===== src/logic/dbgtb_defs.vh =====
// Register offsets, field positions, reset values and mode codes
`ifndef DBGTB_DEFS_VH
`define DBGTB_DEFS_VH

// Register offsets on the plain register port
`define DBGTB_OFS_COMP_A 3'h0
`define DBGTB_OFS_COMP_B 3'h1
`define DBGTB_OFS_CTRL 3'h2
`define DBGTB_OFS_TRIG 3'h3
`define DBGTB_OFS_STAT 3'h4
`define DBGTB_OFS_FIFO 3'h5

// Debug control register fields
`define DBGTB_CTRL_ENABLE 7
`define DBGTB_CTRL_ARM 6
`define DBGTB_CTRL_TAG 5
`define DBGTB_CTRL_CPU_BREAK_ENABLE 4
`define DBGTB_CTRL_RWA 3
`define DBGTB_CTRL_COMP_A_RW_QUALIFY_EN 2
`define DBGTB_CTRL_RWB 1
`define DBGTB_CTRL_COMP_B_RW_QUALIFY_EN 0

// Trigger control register fields
`define DBGTB_TRIG_TRKSEL 7
`define DBGTB_TRIG_BEGIN 6
`define DBGTB_TRIG_MODE_HI 3
`define DBGTB_TRIG_MODE_LO 0

// Debug status register fields
`define DBGTB_STAT_ARMED 7
`define DBGTB_STAT_AFLAG 6
`define DBGTB_STAT_BFLAG 5
`define DBGTB_STAT_CNT_HI 3
`define DBGTB_STAT_CNT_LO 0

// Reset values
`define DBGTB_RST_COMP 16'h0000
`define DBGTB_RST_CTRL 8'h00
`define DBGTB_RST_TRIG 8'h00

// Trigger mode codes
`define DBGTB_MODE_A_ONLY 4'h0
`define DBGTB_MODE_A_OR_B 4'h1
`define DBGTB_MODE_A_THEN_B 4'h2
`define DBGTB_MODE_EVT_B 4'h3
`define DBGTB_MODE_A_THEN_EVT_B 4'h4
`define DBGTB_MODE_A_AND_B 4'h5
`define DBGTB_MODE_A_NOT_B 4'h6
`define DBGTB_MODE_INSIDE 4'h7
`define DBGTB_MODE_OUTSIDE 4'h8

`endif


===== src/logic/dbgtb_trigger_break.v =====
// Debug trigger, opcode tracking, capture buffer and breakpoint requests
// Contract
// - Tag acts only if tagged opcode executes
// - Force break waits for instruction completion
// - Tag marker travels with opcode
// - Track select routes matches via tracker
// - Separate opcode tracker per comparator
// - Mode field selects one of nine modes
// - Begin bit picks begin or end trace
// - Arm write sets armed, clears count; flags clear unless a same-cycle match sets them
// - Begin run ends full; end run at trigger
// - Writing zero to arm or enable stops
// - Flow addresses; event modes store byte
// - Event-only modes act as begin trace
// - Optional read/write qualification per comparator
// - Break enable raises tag or force request
// - A-only and A-or-B address matching
// - A-then-B needs an earlier A match
// - Full mode: address A, data B, same cycle
// - Full not mode: address A, data differs
// - Full mode tag request uses address A only
// - Event-only B stores data, ends when full
// - Inside and outside range comparisons
// - No background permit: software interrupt
// - 16-bit comparators; B checks address or data
// - Write data bus when A qualifies writes
// - Comparators idle during debug accesses
`timescale 1ns/1ps
`default_nettype none
`include "dbgtb_defs.vh"

module dbgtb_trigger_break #(
    parameter AW = 16,  // Comparator and address width
    parameter DEPTH = 8  // Capture buffer words
) (
    // Clock and reset
    input wire clk,
    input wire sys_rst,
    // Register port
    input wire [2:0] reg_addr,
    input wire [15:0] reg_wdata,
    input wire reg_we,
    input wire reg_re,
    output reg [15:0] reg_rdata_q,
    // CPU bus cycle
    input wire bus_valid,
    input wire [AW-1:0] cpu_addr,
    input wire cpu_rw,
    input wire [7:0] cpu_rdata,
    input wire [7:0] cpu_wdata,
    input wire bdc_access,
    // Instruction queue events
    input wire op_fetch,
    input wire op_exec,
    input wire [AW-1:0] op_exec_addr,
    input wire queue_flush,
    input wire instr_boundary,
    // Change-of-flow address source
    input wire cof_valid,
    input wire [AW-1:0] cof_addr,
    // Background permission from serial controller
    input wire background_permit,
    // Breakpoint requests to the CPU and run state
    output reg brk_tag_q,
    output reg brk_force_q,
    output reg brk_use_swi_q,
    output reg armed_q
);

    // One-hot run states
    localparam [2:0] ST_IDLE = 3'b001;  // Not armed
    localparam [2:0] ST_WAIT = 3'b010;  // Armed, waiting for trigger
    localparam [2:0] ST_CAPT = 3'b100;  // Begin trace storing
    localparam [3:0] FULL_CNT = DEPTH;  // Count at full buffer

    // Programmed comparators and control bytes
    reg [AW-1:0] comp_a_q;  // Comparator A value
    reg [AW-1:0] comp_b_q;  // Comparator B value
    reg [7:0] debug_control_reg_q;  // Enable, arm, tag, break, r/w
    reg [7:0] trigger_control_reg_q;  // Track select, begin, mode
    // Run state and status
    reg [2:0] state_q;  // Current run state
    reg comp_a_match_flag_q;  // Sticky A match
    reg comp_b_match_flag_q;  // Sticky B match
    reg a_seen_q;  // A matched in an earlier cycle
    reg [3:0] buffer_word_count_q;  // Valid words held
    reg [15:0] fifo_q [0:DEPTH-1];  // Capture storage
    // Opcode trackers, one per comparator
    reg [1:0] trk_valid_q;  // Tracker holds a fetched opcode
    reg [AW-1:0] trk_addr_q [0:1];  // Address of tracked opcode
    reg force_pend_q;  // Force request awaiting boundary
    integer i;

    // Returns 1 if r/w qualification passes
    function rw_ok;
        input en;
        input val;
        input rw;
        begin
            rw_ok = ~en | (rw == val);
        end
    endfunction

    // Combines comparator events into a trigger for the mode
    function mode_trig;
        input [3:0] mode;
        input ev_a;
        input ev_b;
        input seen;
        begin
            case (mode)
                `DBGTB_MODE_A_OR_B: mode_trig = ev_a | ev_b;
                `DBGTB_MODE_A_THEN_B: mode_trig = ev_b & seen;
                `DBGTB_MODE_EVT_B: mode_trig = ev_b;
                `DBGTB_MODE_A_THEN_EVT_B: mode_trig = ev_b & seen;
                default: mode_trig = ev_a;  // A-only, full, range, unused
            endcase
        end
    endfunction

    // Control field decode
    wire dbg_en = debug_control_reg_q[`DBGTB_CTRL_ENABLE];
    wire tag_sel = debug_control_reg_q[`DBGTB_CTRL_TAG];
    wire cpu_break_enable = debug_control_reg_q[`DBGTB_CTRL_CPU_BREAK_ENABLE];
    wire comp_a_rw_value = debug_control_reg_q[`DBGTB_CTRL_RWA];
    wire comp_a_rw_qualify_en = debug_control_reg_q[`DBGTB_CTRL_COMP_A_RW_QUALIFY_EN];
    wire comp_b_rw_value = debug_control_reg_q[`DBGTB_CTRL_RWB];
    wire comp_b_rw_qualify_en = debug_control_reg_q[`DBGTB_CTRL_COMP_B_RW_QUALIFY_EN];
    wire trk_sel = trigger_control_reg_q[`DBGTB_TRIG_TRKSEL];
    wire begin_bit = trigger_control_reg_q[`DBGTB_TRIG_BEGIN];
    wire [3:0] mode = trigger_control_reg_q[`DBGTB_TRIG_MODE_HI:
        `DBGTB_TRIG_MODE_LO];

    // Mode classes
    wire is_event = (mode == `DBGTB_MODE_EVT_B) |
        (mode == `DBGTB_MODE_A_THEN_EVT_B);
    wire is_full = (mode == `DBGTB_MODE_A_AND_B) |
        (mode == `DBGTB_MODE_A_NOT_B);
    // Event-only runs are always begin type
    wire begin_trace = begin_bit | is_event;

    // Comparators ignore debug accesses
    wire cmp_live = bus_valid & ~bdc_access;
    // Data bus pick for full modes
    wire [7:0] cmp_data = (comp_a_rw_qualify_en & ~comp_a_rw_value) ? cpu_wdata : cpu_rdata;
    wire a_rw = rw_ok(comp_a_rw_qualify_en, comp_a_rw_value, cpu_rw);
    wire b_rw = rw_ok(comp_b_rw_qualify_en, comp_b_rw_value, cpu_rw);
    wire addr_a = cmp_live & (cpu_addr == comp_a_q) & a_rw;
    wire addr_b = cmp_live & (cpu_addr == comp_b_q) & b_rw;
    wire data_b = (cmp_data == comp_b_q[7:0]);

    // Per-mode A-side condition
    reg cond_a;
    always @* begin
        case (mode)
            `DBGTB_MODE_A_AND_B: cond_a = addr_a & data_b;
            `DBGTB_MODE_A_NOT_B: cond_a = addr_a & ~data_b;
            `DBGTB_MODE_INSIDE: cond_a = cmp_live & a_rw &
                (cpu_addr >= comp_a_q) & (cpu_addr <= comp_b_q);
            `DBGTB_MODE_OUTSIDE: cond_a = cmp_live & a_rw &
                ((cpu_addr < comp_a_q) | (cpu_addr > comp_b_q));
            default: cond_a = addr_a;
        endcase
    end
    // B compares address only outside full and range modes
    wire cond_b = addr_b & ~is_full & (mode != `DBGTB_MODE_INSIDE) &
        (mode != `DBGTB_MODE_OUTSIDE);

    // Tracked hits: matched opcode executed
    wire trk_hit_a = op_exec & trk_valid_q[0] &
        (op_exec_addr == trk_addr_q[0]);
    wire trk_hit_b = op_exec & trk_valid_q[1] &
        (op_exec_addr == trk_addr_q[1]);
    wire ev_a = trk_sel ? trk_hit_a : cond_a;
    wire ev_b = trk_sel ? trk_hit_b : cond_b;

    // Qualified trigger for the run
    wire run_on = state_q != ST_IDLE;
    wire trig = run_on & mode_trig(mode, ev_a, ev_b, a_seen_q);

    // Tag condition: raw fetch match, full modes A alone
    wire tag_cond = is_full ? addr_a :
        mode_trig(mode, cond_a, cond_b, a_seen_q);

    // Register port decode
    wire wr_ctrl = reg_we & (reg_addr == `DBGTB_OFS_CTRL);
    wire arm_write = wr_ctrl & reg_wdata[`DBGTB_CTRL_ARM] &
        reg_wdata[`DBGTB_CTRL_ENABLE];
    wire stop_write = wr_ctrl & (~reg_wdata[`DBGTB_CTRL_ARM] |
        ~reg_wdata[`DBGTB_CTRL_ENABLE]);
    wire fifo_rd = reg_re & (reg_addr == `DBGTB_OFS_FIFO);

    // Capture decision and word stored
    wire full = buffer_word_count_q == FULL_CNT;
    reg push;
    reg [15:0] push_data;
    always @* begin
        push = 1'b0;
        push_data = cof_addr;
        if (is_event) begin
            // Event modes store the data byte on each trigger
            push = (state_q == ST_WAIT) & trig & ~full;
            push_data = {8'h00, cmp_data};
        end else if (begin_trace) begin
            push = (state_q == ST_CAPT) & cof_valid & ~full;
        end else begin
            // End trace stores circularly while waiting
            push = (state_q == ST_WAIT) & cof_valid;
        end
    end
    // No pops while a run is storing
    wire pop = fifo_rd & (buffer_word_count_q != 4'h0) & ~run_on;
    wire fills = push & (buffer_word_count_q == FULL_CNT - 4'h1);
    // Self-ending run, so the armed output drops with the state
    wire run_end = (state_q == ST_CAPT | is_event) & fills |
        (state_q == ST_WAIT & ~is_event & trig & ~begin_trace);

    // Software-written registers; arm bit also drops when run ends
    always @(posedge clk) begin
        if (sys_rst) begin
            comp_a_q <= `DBGTB_RST_COMP;
            comp_b_q <= `DBGTB_RST_COMP;
            debug_control_reg_q <= `DBGTB_RST_CTRL;
            trigger_control_reg_q <= `DBGTB_RST_TRIG;
        end else begin
            if (reg_we && reg_addr == `DBGTB_OFS_COMP_A) begin
                comp_a_q <= reg_wdata[AW-1:0];
            end
            if (reg_we && reg_addr == `DBGTB_OFS_COMP_B) begin
                comp_b_q <= reg_wdata[AW-1:0];
            end
            if (reg_we && reg_addr == `DBGTB_OFS_TRIG) begin
                trigger_control_reg_q <= reg_wdata[7:0];
            end
            if (wr_ctrl) begin
                debug_control_reg_q <= reg_wdata[7:0];
            end else if (state_q == ST_IDLE) begin
                // Self-ended run reads back disarmed
                debug_control_reg_q[`DBGTB_CTRL_ARM] <= 1'b0;
            end
        end
    end

    // Run state machine
    always @(posedge clk) begin
        if (sys_rst) begin
            state_q <= ST_IDLE;
        end else if (arm_write) begin
            state_q <= ST_WAIT;
        end else if (stop_write) begin
            state_q <= ST_IDLE;
        end else begin
            case (state_q)
                ST_WAIT: begin
                    if (is_event) begin
                        if (fills) begin
                            state_q <= ST_IDLE;
                        end
                    end else if (trig) begin
                        // Begin trace starts; end trace stops
                        state_q <= begin_trace ? ST_CAPT : ST_IDLE;
                    end
                end
                ST_CAPT: begin
                    if (fills) begin
                        state_q <= ST_IDLE;
                    end
                end
                ST_IDLE: state_q <= ST_IDLE;
                default: state_q <= ST_IDLE;
            endcase
        end
    end

    // Sticky match flags and A-seen memory; a match beats arm clear
    always @(posedge clk) begin
        if (sys_rst) begin
            comp_a_match_flag_q <= 1'b0;
            comp_b_match_flag_q <= 1'b0;
            a_seen_q <= 1'b0;
        end else begin
            if (run_on && ev_a) begin
                comp_a_match_flag_q <= 1'b1;
                a_seen_q <= 1'b1;
            end else if (arm_write) begin
                comp_a_match_flag_q <= 1'b0;
                a_seen_q <= 1'b0;
            end
            if (run_on && ev_b) begin
                comp_b_match_flag_q <= 1'b1;
            end else if (arm_write) begin
                comp_b_match_flag_q <= 1'b0;
            end
        end
    end

    // Capture buffer: append, circular overwrite, or pop on read
    always @(posedge clk) begin
        if (sys_rst) begin
            buffer_word_count_q <= 4'h0;
            for (i = 0; i < DEPTH; i = i + 1) begin
                fifo_q[i] <= 16'h0000;
            end
        end else if (arm_write) begin
            buffer_word_count_q <= 4'h0;
        end else if (push && full) begin
            // End trace wrap: drop oldest, keep newest last
            for (i = 0; i < DEPTH - 1; i = i + 1) begin
                fifo_q[i] <= fifo_q[i+1];
            end
            fifo_q[DEPTH-1] <= push_data;
        end else if (push) begin
            fifo_q[buffer_word_count_q[2:0]] <= push_data;
            buffer_word_count_q <= buffer_word_count_q + 4'h1;
        end else if (pop) begin
            for (i = 0; i < DEPTH - 1; i = i + 1) begin
                fifo_q[i] <= fifo_q[i+1];
            end
            buffer_word_count_q <= buffer_word_count_q - 4'h1;
        end
    end

    // Opcode trackers, one pending opcode each
    always @(posedge clk) begin
        if (sys_rst) begin
            trk_valid_q <= 2'b00;
            trk_addr_q[0] <= {AW{1'b0}};
            trk_addr_q[1] <= {AW{1'b0}};
        end else if (queue_flush) begin
            trk_valid_q <= 2'b00;
        end else begin
            // Comparator A tracker
            if (op_fetch && cond_a) begin
                trk_valid_q[0] <= 1'b1;
                trk_addr_q[0] <= cpu_addr;
            end else if (trk_hit_a) begin
                trk_valid_q[0] <= 1'b0;
            end
            // Comparator B tracker, independent of A
            if (op_fetch && cond_b) begin
                trk_valid_q[1] <= 1'b1;
                trk_addr_q[1] <= cpu_addr;
            end else if (trk_hit_b) begin
                trk_valid_q[1] <= 1'b0;
            end
        end
    end

    // Breakpoint requests to the CPU
    always @(posedge clk) begin
        if (sys_rst) begin
            brk_tag_q <= 1'b0;
            brk_force_q <= 1'b0;
            brk_use_swi_q <= 1'b0;
            force_pend_q <= 1'b0;
        end else begin
            // Tag marks the fetched opcode
            brk_tag_q <= cpu_break_enable & tag_sel & run_on & op_fetch &
                tag_cond;
            // Force waits for the end of the current instruction
            if (cpu_break_enable && !tag_sel && trig) begin
                force_pend_q <= 1'b1;
            end else if (instr_boundary) begin
                force_pend_q <= 1'b0;
            end
            brk_force_q <= force_pend_q & instr_boundary;
            // Break opcode choice when background is not permitted
            brk_use_swi_q <= ~background_permit;
        end
    end

    // Status and read port; data one cycle after the read strobe
    always @(posedge clk) begin
        if (sys_rst) begin
            reg_rdata_q <= 16'h0000;
            armed_q <= 1'b0;
        end else begin
            armed_q <= arm_write | (run_on & ~stop_write & ~run_end);
            case (reg_addr)
                `DBGTB_OFS_COMP_A: reg_rdata_q <= comp_a_q;
                `DBGTB_OFS_COMP_B: reg_rdata_q <= comp_b_q;
                `DBGTB_OFS_CTRL: reg_rdata_q <= {8'h00,
                    debug_control_reg_q};
                `DBGTB_OFS_TRIG: reg_rdata_q <= {8'h00,
                    trigger_control_reg_q};
                `DBGTB_OFS_STAT: reg_rdata_q <= {8'h00, run_on,
                    comp_a_match_flag_q, comp_b_match_flag_q, 1'b0,
                    buffer_word_count_q};
                `DBGTB_OFS_FIFO: reg_rdata_q <= fifo_q[0];
                default: reg_rdata_q <= 16'h0000;  // Unmapped reads zero
            endcase
            if (!reg_re) begin
                reg_rdata_q <= 16'h0000;
            end
        end
    end

endmodule // dbgtb_trigger_break
`default_nettype wire


===== config.mk =====
export PLATFORM = sky130hd
export DESIGN_NAME = dbgtb_trigger_break
export DESIGN_NICKNAME = d
export VERILOG_FILES = /design/src/logic/dbgtb_trigger_break.v
export VERILOG_INCLUDE_DIRS = /design/src /design/src/logic
export SDC_FILE = /design/constraint.sdc
export NUM_CORES = 1
export LEC_CHECK = 0
export BUFFER_PORTS_ARGS = -buffer_cell sky130_fd_sc_hd__buf_2
export CAP_MARGIN = 20
export CORE_UTILIZATION = 54
export CTS_CLUSTER_SIZE = 24
export DETAILED_ROUTE_END_ITERATION = 7
export PLACE_DENSITY = 0.77
export SLEW_MARGIN = 20
export SYNTH_ARGS = -nofsm -noshare
export SYNTH_HDL_FRONTEND = slang
export SYNTH_SLANG_ARGS = --single-unit

===== constraint.sdc =====
create_clock -name clk -period 4.88 [get_ports clk]
set_input_delay 1.464 -clock clk [delete_from_list [all_inputs] [get_ports clk]]
set_output_delay 1.464 -clock clk [all_outputs]
set_load 0.1 [all_outputs]

==> results.sh <==
export IMPL_antenna_left=0
export IMPL_fin_skew_ps=14.94
export IMPL_root_buffer="clkbuf_16"
export IMPL_grt_use_met3=0.04277
export IMPL_first_pass_iters=8
export IMPL_routabilityCongestion=0.9768
export IMPL_cts_setup_buffers=0
export IMPL_min_period_ps=4319
export IMPL_relSlewSlack=0.4984
export IMPL_synth_edf_count=160
export IMPL_pin_count=116
export IMPL_postCtsHoldBufs=0
export IMPL_syn_area_sq_um=12040
export IMPL_synth_seq_area_share=0.5322
export IMPL_worst_pin_slew_ps=752.4
export IMPL_wire_per_inst_um=20.35
export IMPL_arrival_ps=4800
export IMPL_min_path_type="reg2reg"
export IMPL_grt_usage=0.2836
export IMPL_fin_crit_sh=0.8849
export IMPL_cp_required_ps=5360
export IMPL_fmax_mhz=231.6
export IMPL_io_buffers=115
export IMPL_syn2layout_area_growth_pct=16.52
export IMPL_dieArea_sq_um=22890
export IMPL_netlist_instances=1153
export IMPL_worst_slack_ps=561.5
export IMPL_yosys_area_share_simple=0.1541
export IMPL_finalPower_mw=4.867
export IMPL_busiest_layer="met2"
export IMPL_drv_slew=0
export IMPL_place_ws_ps=92.54
export IMPL_rsz0062_at_grt="false"
export IMPL_leakage_nw=5.193
export IMPL_ys_async_sr_fraction=0
export IMPL_synth_compound_area_share=0.1663
export IMPL_worst_setup_path_type="in2reg"
export IMPL_ys_warn_count=0
export IMPL_postPlaceCellArea_sq_um=13020
export IMPL_endpoint_kind="flip-flop"
export IMPL_post_route_cell_area_sq_um=14030
export IMPL_cts_repair_resized=0
export IMPL_first_global_vias=8976
export IMPL_drv_cap=0
export IMPL_synth_seq_cells=240
export IMPL_grt_overflow_total=0
export IMPL_cts_sinks=240
export IMPL_crit_path_max_fanout=6
export IMPL_avgSynthCellArea_sq_um=10.44
export IMPL_viasPerCell=6.061
export IMPL_peakVddDrop_mv=0.3069
export IMPL_grtUsageMet2=0.4669
export IMPL_drc=0
export IMPL_numCtsBuffers=26
export IMPL_wirelength_um=31920
export IMPL_utilization=0.6427
export IMPL_tns_ps=0
export IMPL_die_x_um=151.3
export IMPL_synth_ff_type="edfxtp_1"
export IMPL_grt_use_met1=0.3867
export IMPL_fin_nets=1397
export IMPL_dp_hpwl_um=23310
export IMPL_drtIter0Drc=758
export IMPL_critPathLaunchType="input pin"
export IMPL_synth_area_mux_share=0.03586
export IMPL_yosysUniqueCellTypes=71
export IMPL_die_h_um=151.3
export IMPL_clk_path_buf_depth=3
export IMPL_setup_violations=0
export IMPL_htree_num_levels=1
export IMPL_antenna_found_initial=0
export IMPL_core_region_area_sq_um=21820
export IMPL_synthAdderAreaFrac=0.03700
export IMPL_cts_tree="yes"
export IMPL_drive_gt1_frac=0.1703
export IMPL_syn_num_nets=1284
export IMPL_finalHoldViolations=0
export IMPL_synth_top_family_by_area="compound AO/OA/AOI/OAI gates"
export IMPL_rows=54
export IMPL_clkTransAtPathRegs_ps=70
export IMPL_power_density_nw_per_um2=347.0
export IMPL_synthXorXnorAreaFrac=0.03856
export IMPL_outcome="complete, no violations"
export IMPL_reg2reg_slack_ps=1010
export IMPL_grt_max_degree=52
export IMPL_grt_pass1_wl_um=49180
export IMPL_initial_core_util=0.5516
export IMPL_clkLatencyLatePin_ps=540
export IMPL_vias=9504
layer usage:
layer	vias up	wire, um
li1	4472	-
met1	4545	13270
met2	429	15000
met3	58	2828
met4	0	821
met5	-	0
flip-flops by register name, indices dropped and copies added (netlist names):
register / flops
comp_a_q: 16
trk_valid_q: 2
fifo_q: 128
comp_b_q: 16
reg_rdata_q: 16
comp_b_match_flag_q: 1
trigger_control_reg_q: 8
armed_q: 1
buffer_word_count_q: 4
trk_addr_q: 32
a_seen_q: 1
state_q: 3
brk_tag_q: 1
brk_use_swi_q: 1
force_pend_q: 1
debug_control_reg_q: 8
brk_force_q: 1
Yosys cell counts (9+ instances only):
master / count / share of area
nand2_1: 170 / 0.053
edfxtp_1: 160 / 0.40
a21oi_1: 82 / 0.034
dfxtp_1: 80 / 0.13
nor2_1: 75 / 0.023
clkbuf_1: 55 / 0.017
o21ai_0: 49 / 0.020
a32o_1: 48 / 0.040
inv_1: 43 / 0.013
ha_1: 34 / 0.035
xnor2_1: 34 / 0.025
mux2i_1: 33 / 0.027
and2_1: 29 / 0.015
a22o_1: 28 / 0.020
nand2b_1: 25 / 0.013
nand3_1: 19 / 0.0079
xor2_1: 19 / 0.014
nand4_1: 17 / 0.0088
a21o_1: 13 / 0.0081
a31oi_1: 12 / 0.0062
nor3_1: 9 / 0.0037
through the flow:
step	hold slack [ps]	instances
floorplan	421.1	1153
global placement	443.1	1518
detailed placement	447.7	1518
CTS	473.9	1566
global route	478.2	1566
finish	475.6	1568
cell type report:
cell class	count	area [sq um]
Fill cell	1761	7797
Antenna cell	2	5.005
Inverter	45	168.9
Clock buffer	27	675.6
Multi-Input combinational cell	804	5220
Sequential cell	240	6406
Timing Repair Buffer	149	880.8
Clock inverter	21	319.1
Tap cell	280	350.3
placed cells by master (no fill, tap or decap), types with 19 or more instances in the layout:
cell | Yosys | final
nand2_1 | 170 | 170
edfxtp_1 | 160 | 160
buf_2 | 4 | 115
a21oi_1 | 82 | 81
dfxtp_1 | 80 | 80
nor2_1 | 75 | 74
a32o_1 | 48 | 48
inv_1 | 43 | 43
o21ai_0 | 49 | 43
xnor2_1 | 34 | 34
ha_1 | 34 | 34
mux2i_1 | 33 | 33
buf_4 | 0 | 30
and2_1 | 29 | 29
a22o_1 | 28 | 28
clkbuf_16 | 0 | 27
nand2b_1 | 25 | 25
nand3_1 | 19 | 19
xor2_1 | 19 | 19
report_power, final:
part / total (mW) / switching (mW) / internal (mW) / leakage [nW]
sequential: 2.26 / 0.0294 / 2.23 / 2.29
clock: 2.26 / 0.833 / 1.43 / 0.467
combinational: 0.346 / 0.223 / 0.123 / 2.43
total: 4.87 / 1.09 / 3.78 / 5.19
critical path: stages:
cell and delay, ps:
buf_2 130, ha_1 320, nand4_1 150, or4_4 590
nor4_2 150, a31oi_1 110, or2_1 270, a211o_1 350
nand2_2 110, inv_2 70, ha_1 280, a21o_1 180
a21oi_1 240, o21ai_0 110, o211ai_1 120, o211a_1 160
final timing paths:
| check | start | endpoint | depth (start not counted) |
|---|---|---|---|
| max | cpu_addr[3] | buffer_word_count_q[3] | 16 |
| min | comp_b_q[12] | comp_b_q[12] | 2 |
| max reg2reg | comp_b_q[7] | buffer_word_count_q[3] | 16 |
| min reg2reg | comp_b_q[12] | comp_b_q[12] | 2 |
cells by family after synthesis:
group                      count (synthesis)
adders and majority gates                 35
and+or+nand+nor                          391
xor gates and xnor gates                  53
buffers and inverters                    109
DFF                                      240
AOI/OAI and AO/OA                        286
muxes                                     39
Power figures use the tool's default switching activity.
